`src/rtl/integer_add_params.svh`:
```
`ifndef INTEGER_ADD_PARAMS_SVH
`define INTEGER_ADD_PARAMS_SVH

// ----------------------------------------------------------------------------
// Register offsets (byte addresses, one 32-bit word each)
// ----------------------------------------------------------------------------
`define OFS_GPR_BASE  12'h000
`define OFS_GPR_END   12'h080
`define OFS_INSTR     12'h080
`define OFS_STATUS    12'h084
`define OFS_RESULT    12'h088
`define ADDR_ALIGN_MSB 1
`define ADDR_IDX_MSB   6
`define ADDR_IDX_LSB   2

// ----------------------------------------------------------------------------
// Status register fields and reset values
// ----------------------------------------------------------------------------
`define ST_CARRY_BIT   0
`define ST_ILLEGAL_BIT 1
`define CARRY_RST      1'b0
`define ILLEGAL_RST    1'b0
`define WORD_RST       32'h0000_0000

// ----------------------------------------------------------------------------
// Instruction fields, little-endian indices (bit 0 of the word is the LSB)
// ----------------------------------------------------------------------------
`define CLASS_MSB     31
`define CLASS_LSB     30
`define IMM_SEL_BIT   29
`define KEEP_BIT      28
`define CIN_BIT       27
`define OP_ZERO_BIT   26
`define RD_MSB        25
`define RD_LSB        21
`define RA_MSB        20
`define RA_LSB        16
`define RB_MSB        15
`define RB_LSB        11
`define IMM_MSB       15
`define IMM_LSB       0
`define ADD_CLASS     2'b00
`define IMM_W         16

`endif

```
`src/rtl/integer_add_pkg.sv`:
```
package integer_add_pkg;

    typedef logic [31:0] word_t;
    typedef logic [4:0]  gpr_idx_t;

    typedef enum logic [3:0] {
        VAR_PLAIN  = 4'b0001,
        VAR_KEEP   = 4'b0010,
        VAR_CARRY  = 4'b0100,
        VAR_KEEPC  = 4'b1000
    } add_variant_t;

endpackage

```
`src/rtl/add_exec_if.sv`:
```
`timescale 1ns/1ps

interface add_exec_if;
    integer_add_pkg::word_t        instr;
    logic                          fire;
    logic                          carry_flag;
    integer_add_pkg::word_t        opnd_a;
    integer_add_pkg::word_t        opnd_b_reg;
    integer_add_pkg::gpr_idx_t     rd_idx;
    integer_add_pkg::gpr_idx_t     ra_idx;
    integer_add_pkg::gpr_idx_t     rb_idx;
    integer_add_pkg::word_t        opnd_b;
    logic                          carry_in;
    integer_add_pkg::word_t        result;
    logic                          carry_out;
    logic                          wr_en;
    logic                          carry_we;
    logic                          illegal;
    integer_add_pkg::add_variant_t variant;

    modport exec (
        input  instr, fire, carry_flag, opnd_a, opnd_b_reg,
        output rd_idx, ra_idx, rb_idx, opnd_b, carry_in, result, carry_out,
        output wr_en, carry_we, illegal, variant
    );

    modport core (
        output instr, fire, carry_flag, opnd_a, opnd_b_reg,
        input  rd_idx, ra_idx, rb_idx, opnd_b, carry_in, result, carry_out,
        input  wr_en, carry_we, illegal, variant
    );
endinterface

```
`src/rtl/add_exec.sv`:
```
`timescale 1ns/1ps
`include "integer_add_params.svh"

module add_exec (
    add_exec_if.exec ex
);
    logic                   legal;
    logic                   keep_sel;
    logic                   cin_sel;
    logic [32:0]            sum_ext;

    // ------------------------------------------------------------------------
    // Decode
    // ------------------------------------------------------------------------
    always_comb
    begin
        legal     = (ex.instr[`CLASS_MSB:`CLASS_LSB] == `ADD_CLASS) && !ex.instr[`OP_ZERO_BIT];
        keep_sel  = ex.instr[`KEEP_BIT];
        cin_sel   = ex.instr[`CIN_BIT];
        ex.rd_idx = ex.instr[`RD_MSB:`RD_LSB];
        ex.ra_idx = ex.instr[`RA_MSB:`RA_LSB];
        ex.rb_idx = ex.instr[`RB_MSB:`RB_LSB];
        unique case ({keep_sel, cin_sel})
            2'b00:   ex.variant = integer_add_pkg::VAR_PLAIN;
            2'b10:   ex.variant = integer_add_pkg::VAR_KEEP;
            2'b01:   ex.variant = integer_add_pkg::VAR_CARRY;
            2'b11:   ex.variant = integer_add_pkg::VAR_KEEPC;
        endcase
    end

    // ------------------------------------------------------------------------
    // Adder
    // ------------------------------------------------------------------------
    always_comb
    begin
        // The selector bit only chooses whether the flag is used; the flag itself is separate.
        ex.carry_in = cin_sel ? ex.carry_flag : 1'b0;
        if (ex.instr[`IMM_SEL_BIT])
            ex.opnd_b = {{(32 - `IMM_W){ex.instr[`IMM_MSB]}}, ex.instr[`IMM_MSB:`IMM_LSB]};
        else
            ex.opnd_b = ex.opnd_b_reg;
        sum_ext      = {1'b0, ex.opnd_a} + {1'b0, ex.opnd_b} + {32'h0000_0000, ex.carry_in};
        ex.result    = sum_ext[31:0];
        ex.carry_out = sum_ext[32];
        ex.wr_en     = ex.fire && legal;
        ex.carry_we  = ex.fire && legal && !keep_sel;
        ex.illegal   = ex.fire && !legal;
    end
endmodule

```
`src/rtl/integer_add_unit.sv`:
```
// Functional notes
// - Register form places the opcode in bits 0-5, destination at bit 6, first source at 11, second at 16, bit 0 MSB.
// - Immediate form places destination at bit 6, source at bit 11 and a 16-bit literal in bits 16 to 31.
// - Register form writes the sum of both source registers to the destination.
// - Immediate form sign-extends the literal to 32 bits and adds it to the first source.
// - With instruction bit 3 set the status carry flag is left unchanged.
// - With instruction bit 3 clear the status carry flag takes the adder carry-out.
// - With instruction bit 4 set the status carry flag is added as carry-in.
// - With instruction bit 4 clear the carry-in is zero and the flag is ignored.
// - The keep variant sets only bit 3, the carry variant only bit 4, the combined one both.
// - The operand register file holds 32 general registers addressed by 5-bit fields.
`timescale 1ns/1ps
`include "integer_add_params.svh"

module integer_add_unit #(
    parameter int ADDR_W  = 12,
    parameter int NUM_GPR = 32
) (
    input  wire logic              pclk,
    input  wire logic              presetn,
    input  wire logic              psel,
    input  wire logic              penable,
    input  wire logic              pwrite,
    input  wire logic [ADDR_W-1:0] paddr,
    input  wire logic [31:0]       pwdata,
    output logic      [31:0]       prdata,
    output logic                   pready,
    output logic                   pslverr,
    output logic                   status_carry_flag,
    output logic                   gpr_wr_en
);
    // ------------------------------------------------------------------------
    // State
    // ------------------------------------------------------------------------
    integer_add_pkg::word_t gpr_ff [NUM_GPR];
    integer_add_pkg::word_t nxt_gpr [NUM_GPR];
    logic                   carry_ff;
    logic                   nxt_carry;
    logic                   illegal_ff;
    logic                   nxt_illegal;
    integer_add_pkg::word_t result_ff;
    integer_add_pkg::word_t nxt_result;
    integer_add_pkg::word_t prdata_ff;
    integer_add_pkg::word_t nxt_prdata;
    logic                   wr_en_ff;
    logic                   nxt_wr_en;

    logic                   setup_ph;
    logic                   wr_acc;
    logic                   aligned;
    logic                   gpr_hit;
    logic                   instr_hit;
    logic                   status_hit;
    logic                   result_hit;
    logic                   mapped;
    logic                   exec_fire;
    logic [4:0]             gpr_sel;

    add_exec_if ex_if ();

    add_exec u_exec (
        .ex (ex_if.exec)
    );

    // ------------------------------------------------------------------------
    // APB decode
    // ------------------------------------------------------------------------
    always_comb
    begin
        setup_ph   = psel && !penable;
        wr_acc     = psel && penable && pwrite;
        aligned    = (paddr[`ADDR_ALIGN_MSB:0] == 2'b00);
        gpr_hit    = aligned && (paddr < ADDR_W'(`OFS_GPR_END));
        instr_hit  = (paddr == ADDR_W'(`OFS_INSTR));
        status_hit = (paddr == ADDR_W'(`OFS_STATUS));
        result_hit = (paddr == ADDR_W'(`OFS_RESULT));
        mapped     = gpr_hit || instr_hit || status_hit || result_hit;
        gpr_sel    = paddr[`ADDR_IDX_MSB:`ADDR_IDX_LSB];
        exec_fire  = wr_acc && instr_hit;
        // The unit never stalls, so every access completes in its first access cycle.
        pready     = 1'b1;
        pslverr    = psel && penable && !mapped;
    end

    always_comb
    begin
        ex_if.instr      = pwdata;
        ex_if.fire       = exec_fire;
        ex_if.carry_flag = carry_ff;
        ex_if.opnd_a     = gpr_ff[ex_if.ra_idx];
        ex_if.opnd_b_reg = gpr_ff[ex_if.rb_idx];
    end

    // ------------------------------------------------------------------------
    // Next state
    // ------------------------------------------------------------------------
    always_comb
    begin
        nxt_carry = carry_ff;
        if (wr_acc && status_hit)
            nxt_carry = pwdata[`ST_CARRY_BIT];
        if (ex_if.carry_we)
            nxt_carry = ex_if.carry_out;
        // The sticky error bit is write-one-to-clear; a new error in the same cycle wins.
        nxt_illegal = illegal_ff;
        if (wr_acc && status_hit && pwdata[`ST_ILLEGAL_BIT])
            nxt_illegal = 1'b0;
        if (ex_if.illegal)
            nxt_illegal = 1'b1;
        nxt_result = ex_if.wr_en ? ex_if.result : result_ff;
        nxt_wr_en  = ex_if.wr_en;
        nxt_prdata = prdata_ff;
        if (setup_ph)
        begin
            nxt_prdata = `WORD_RST;
            if (gpr_hit)
                nxt_prdata = gpr_ff[gpr_sel];
            else if (status_hit)
            begin
                nxt_prdata[`ST_CARRY_BIT]   = carry_ff;
                nxt_prdata[`ST_ILLEGAL_BIT] = illegal_ff;
            end
            else if (result_hit)
                nxt_prdata = result_ff;
        end
    end

    // ------------------------------------------------------------------------
    // Register file
    // ------------------------------------------------------------------------
    // A bus write and an executing add both need the one access phase, so they never meet in a cycle.
    for (genvar g = 0; g < NUM_GPR; g++)
    begin : g_gpr
        always_comb
        begin
            nxt_gpr[g] = gpr_ff[g];
            if (wr_acc && gpr_hit && (gpr_sel == 5'(g)))
                nxt_gpr[g] = pwdata;
            if (ex_if.wr_en && (ex_if.rd_idx == 5'(g)))
                nxt_gpr[g] = ex_if.result;
        end

        always_ff @(posedge pclk or negedge presetn)
        begin
            if (!presetn)
                gpr_ff[g] <= `WORD_RST;
            else
                gpr_ff[g] <= nxt_gpr[g];
        end
    end

    // ------------------------------------------------------------------------
    // Registers
    // ------------------------------------------------------------------------
    always_ff @(posedge pclk or negedge presetn)
    begin
        if (!presetn)
        begin
            carry_ff   <= `CARRY_RST;
            illegal_ff <= `ILLEGAL_RST;
            result_ff  <= `WORD_RST;
            prdata_ff  <= `WORD_RST;
            wr_en_ff   <= 1'b0;
        end
        else
        begin
            carry_ff   <= nxt_carry;
            illegal_ff <= nxt_illegal;
            result_ff  <= nxt_result;
            prdata_ff  <= nxt_prdata;
            wr_en_ff   <= nxt_wr_en;
        end
    end

    always_comb
    begin
        prdata            = prdata_ff;
        status_carry_flag = carry_ff;
        gpr_wr_en         = wr_en_ff;
    end

    logic legal_fire;
    assign legal_fire = ex_if.wr_en;
endmodule

```
`config.mk`:
```
export PLATFORM = sky130hd
export DESIGN_NAME = integer_add_unit
export DESIGN_NICKNAME = d
export VERILOG_FILES = /design/src/rtl/integer_add_pkg.sv /design/src/rtl/add_exec_if.sv /design/src/rtl/add_exec.sv /design/src/rtl/integer_add_unit.sv
export VERILOG_INCLUDE_DIRS = /design/src /design/src/rtl
export SDC_FILE = /design/constraint.sdc
export NUM_CORES = 2
export LEC_CHECK = 0
export BUFFER_PORTS_ARGS = -buffer_cell sky130_fd_sc_hd__buf_2
export CAP_MARGIN = 10
export CELL_PAD_IN_SITES_DETAIL_PLACEMENT = 0
export CELL_PAD_IN_SITES_GLOBAL_PLACEMENT = 1
export CORE_MARGIN = 2
export CORE_UTILIZATION = 53
export CTS_CLUSTER_SIZE = 20
export DETAILED_ROUTE_END_ITERATION = 16
export PLACE_DENSITY = 0.92
export SLEW_MARGIN = 20
export SYNTH_ARGS = -nofsm -noshare
export SYNTH_HDL_FRONTEND = slang
export SYNTH_SLANG_ARGS = --single-unit
```
`constraint.sdc`:
```
create_clock -name pclk -period 5.6 [get_ports pclk]
set_input_delay 1.4 -clock pclk [delete_from_list [all_inputs] [get_ports pclk]]
set_output_delay 1.4 -clock pclk [all_outputs]
set_load 0.1 [all_outputs]
```
==> summary.txt <==
Run status
  – Status: complete, no violations

Placement
  – Final GP Congestion: between 1 and 1.5
  – DP Wirelength: 231000 um
  – Port Buffer Count: 83
  – Placed cell count: 8578
  – Post-DP Area: 80900 um^2

Floorplan
  – IO Pins: between 80 and 90
  – Initial Util: 53.2%
  – Chip height: 378 um
  – Core area: 139000 um^2
  – Die Wd: 378 um
  – DIE AREA: 143000 um^2
  – FP Rows: 137

CTS
  – TritonCTS clock tree: built
  – Root Driver: clkbuf_16
  – Clock Latency Late Sink: 800 ps
  – H-tree depth: 3
  – Hold_buf cts: 0
  – Clock Tree Buf Depth: 3
  – Num CTS Buffers: 120
  – CTS Sinks: 1091
  – Clock-pin transition on the worst setup and hold timing paths: 60 ps

Setup path
  – Family with the most delay on the worst path: compound AO/OA/AOI/OAI gates
  – CP Depth: 19
  – WP data required: 6210 ps
  – Crit path arrival time: slightly above 6000 ps
  – Worst setup SP type: primary input
  – Critical path's largest stage delay: around 590 ps
  – Critical Path Fanout Max: 33
  – Buf+Inv Stages, Crit Path: 5
  – CP Cell Sequence: buf_12 -> buf_4 -> buf_12 -> buf_4 -> mux4_2 -> mux4_2 -> nand2_1 -> nand2_1 -> ha_1 -> a21oi_1 -> o21bai_1 -> a21oi_1 -> nor2b_1 -> nor4_1 -> o21bai_1 -> a41oi_1 -> xor2_2 -> buf_12 -> o21ai_0
  – Slowest stage cell, crit path: mux4_2
  – Crit path kind: primary input to flop
  – Worst r2r path cells: 18
  – CP Capture Type: flop
  – Worst path most repeated cell: buf_12

Detailed routing
  – Via count: 70043
  – Drt first-iter violations: 12977
  – Post-Route WL: 349000 um
  – Post-DRT Antenna Nets: 0
  – DR pass1 iterations: 10
  – Vias/cell: 7.94
  – # DRC: 0
  – Detail-routed net length per standard cell: 39.5 um

Synth
  – Ys async rst share: 100%
  – Yosys warnings: 0
  – Post-synth EDFFs: 0
  – Syn nets: 6859
  – Post-synthesis cell count: slightly below 7000
  – Post-synthesis area per instance: 10.9 um^2
  – Synth Cell Area: 74000 um^2
  – Seq cells post-synth: between 1000 and 1500
  – Synth unique cells: 81
  – Most frequently used flop master after synthesis: dfrtp_1
  – Post-synthesis sequential area ratio: 36.9%

Power
  – Total power: 18.9 mW
  – Cell Pwr Density: 221 nW/um^2
  – Peak supply drop: between 0.2 and 0.3 mV
  – Pleak: 34.9 nW

STA
  – Slew margin rel.: under 10%
  – Tightest Pin Transition: 1430 ps
  – Tmin final: 5510 ps
  – Fmax: approximately 0.18 GHz
  – Period utilisation layout: 98.4%
  – Slew Limit Fails: 0
  – Clock skew: between 40 and 50 ps
  – Final setup violation count: 0
  – RSZ-0062 raised after global routing: false
  – Hold Vio Cnt, Final: 0

Run
  – Total of max-cap violations: 0

Layout
  – Final core utilization: 61.4%
  – Post-route cell area: 85400 um^2
  – Layout area overhead: 15.4%
  – Fraction of layout cells with a size suffix above 1: 31.7%
  – Finished Layout Cells: 8823
  – Fillers: 10900
  – Layout Nets: 6911

Worst hold path
  – Hold/Removal Path Class: flop to flop
  – Worst Hold Depth: 2

Global routing
  – GRT overflow: 0
  – Antenna violations before repair: 33
  – Gr usage total: 48.8%
  – Largest net degree at the start of global routing: 125
  – First-pass GRT wire length: approximately 500000 um
  – Vias in the first global route: 67404
stage by stage:
step	setup TNS (ps)	setup WS, ps	hold slack (ps)
2_1_floorplan	-29100	-218	442
3_3_place_gp	-240690	-786	454
3_5_place_dp	-259350	-844	463
4_1_cts	-53.3	-20.4	476
5_1_grt	0	11.7	499
6_report	0	90.2	473
registers in the layout, summed over array words and instances, names as in the netlist:
name,flops
prdata,32
gpr_ff,1024
result_ff,32
illegal_ff,1
gpr_wr_en,1
status_carry_flag,1
path summary, 6_finish.rpt:
kind	end	slack, ps	start
max	gpr_ff[511]	90	pwdata[11]
min	result_ff[6]	470	result_ff[6]
max reg2reg	gpr_ff[112]	570	gpr_ff[768]
min reg2reg	result_ff[6]	470	result_ff[6]
max in group asynchronous	gpr_ff[143]	3470	presetn
min in group asynchronous	result_ff[8]	700	presetn
synth_stat cells (all sizes together) (15+ instances only):
cell type     n  area [um^2]
a211oi       41          308
a21boi       17          128
a21o         15          113
a21oi       641         3220
a221o        15          150
a22oi       172         1290
a31oi        84          541
and2         40          250
and3        219         1370
buf         229         1100
clkbuf      577         2170
dfrtp      1091        27300
ha           31          388
mux2         94         1060
mux2i       303         3030
mux4        916        20600
nand2       975         3680
nand3        77          408
nor2        303         1170
nor3         27          173
o21ai       428         2150
o22ai       278         1740
or2          29          184
xnor2        22          208
xor2         16          148
cell usage in the layout, fill, tap and decap left out, types with 12 or more instances in the layout:
| cell | netlist | routed |
|---|---|---|
| o21ai_1 | 35 | 34 |
| a22oi_1 | 172 | 172 |
| a211oi_1 | 41 | 40 |
| xnor2_2 | 2 | 14 |
| ha_1 | 31 | 31 |
| a21oi_2 | 4 | 88 |
| nor2_1 | 289 | 244 |
| a21oi_1 | 637 | 553 |
| mux4_2 | 916 | 916 |
| mux2_2 | 94 | 93 |
| a21o_1 | 15 | 15 |
| nand3_1 | 74 | 73 |
| o22ai_1 | 278 | 278 |
| nand2b_1 | 13 | 12 |
| clkinv_2 | 1 | 25 |
| dfrtp_1 | 1091 | 1091 |
| a21boi_0 | 17 | 16 |
| clkbuf_8 | 0 | 20 |
| diode_2 | 0 | 16 |
| a31oi_1 | 83 | 82 |
| or2_2 | 13 | 16 |
| nor3_1 | 22 | 21 |
| and3_1 | 219 | 218 |
| buf_12 | 0 | 119 |
| nor2_4 | 0 | 34 |
| and2_1 | 38 | 38 |
| a221o_1 | 15 | 15 |
| buf_2 | 125 | 66 |
| buf_4 | 10 | 537 |
| bufinv_16 | 0 | 21 |
| o211ai_1 | 14 | 14 |
| nand2_1 | 967 | 962 |
| nand2_2 | 7 | 12 |
| clkbuf_1 | 574 | 16 |
| mux2i_1 | 303 | 302 |
| nor2_2 | 14 | 25 |
| clkbuf_16 | 0 | 125 |
| o21ai_0 | 391 | 391 |
power by group:
group / switching, mW / internal (mW) / total, mW / leakage (nW)
Combinational: 1.36 / 0.678 / 2.04 / 17.6
Clock: 3.67 / 5.24 / 8.91 / 2.12
Sequential: 0.0168 / 7.90 / 7.92 / 15.2
tightest hold or removal path, delay by kind of cell (launching register included):
kind	cells	cell delay (ps)
compound gates	1	60
flops	1	340
simple gates	1	40
timing repair:
item,CTS,global route
hold endpoints to repair,0,0
setup buffers,1,2
endpoints found under the setup margin,34,136
gates resized for setup,2,12
cloned,0,2
pin swaps,1,2
kinds of logic after synthesis:
logic type	share of synthesized area, %
AOI/OAI and AO/OA	13.9
xor gates and xnor gates	0.480
adders and majority gates	0.578
buffers and inverters	4.45
DFF	36.9
muxes	33.4
other	0.00507
and+or+nand+nor	10.3
final cells by class:
cell class / count / area, um^2 / area share, %
Antenna cell: 16 / 40.0 / 0.0469
Clock inverter: 65 / 916 / 1.07
Clock buffer: 159 / 3410 / 4.00
Inverter: 7 / 27.5 / 0.0322
Sequential cell: 1091 / 27300 / 32.0
Timing Repair Buffer: 736 / 6980 / 8.18
Multi-Input combinational cell: 4873 / 44400 / 52.0
Tap cell: 1876 / 2350 / 2.75
per-layer routing:
metal / GRT usage (%) / vias to the layer above / part of all wire [%]
met1: 57.9 / 34311 / 31
met2: 64.2 / 7405 / 39
met3: 30.3 / 2264 / 20
met4: 34.1 / 32 / 9.6
li1: - / 26031 / -
met5: 2.61 / - / 0.16
Note: power is estimated with default switching activity, not from simulation.
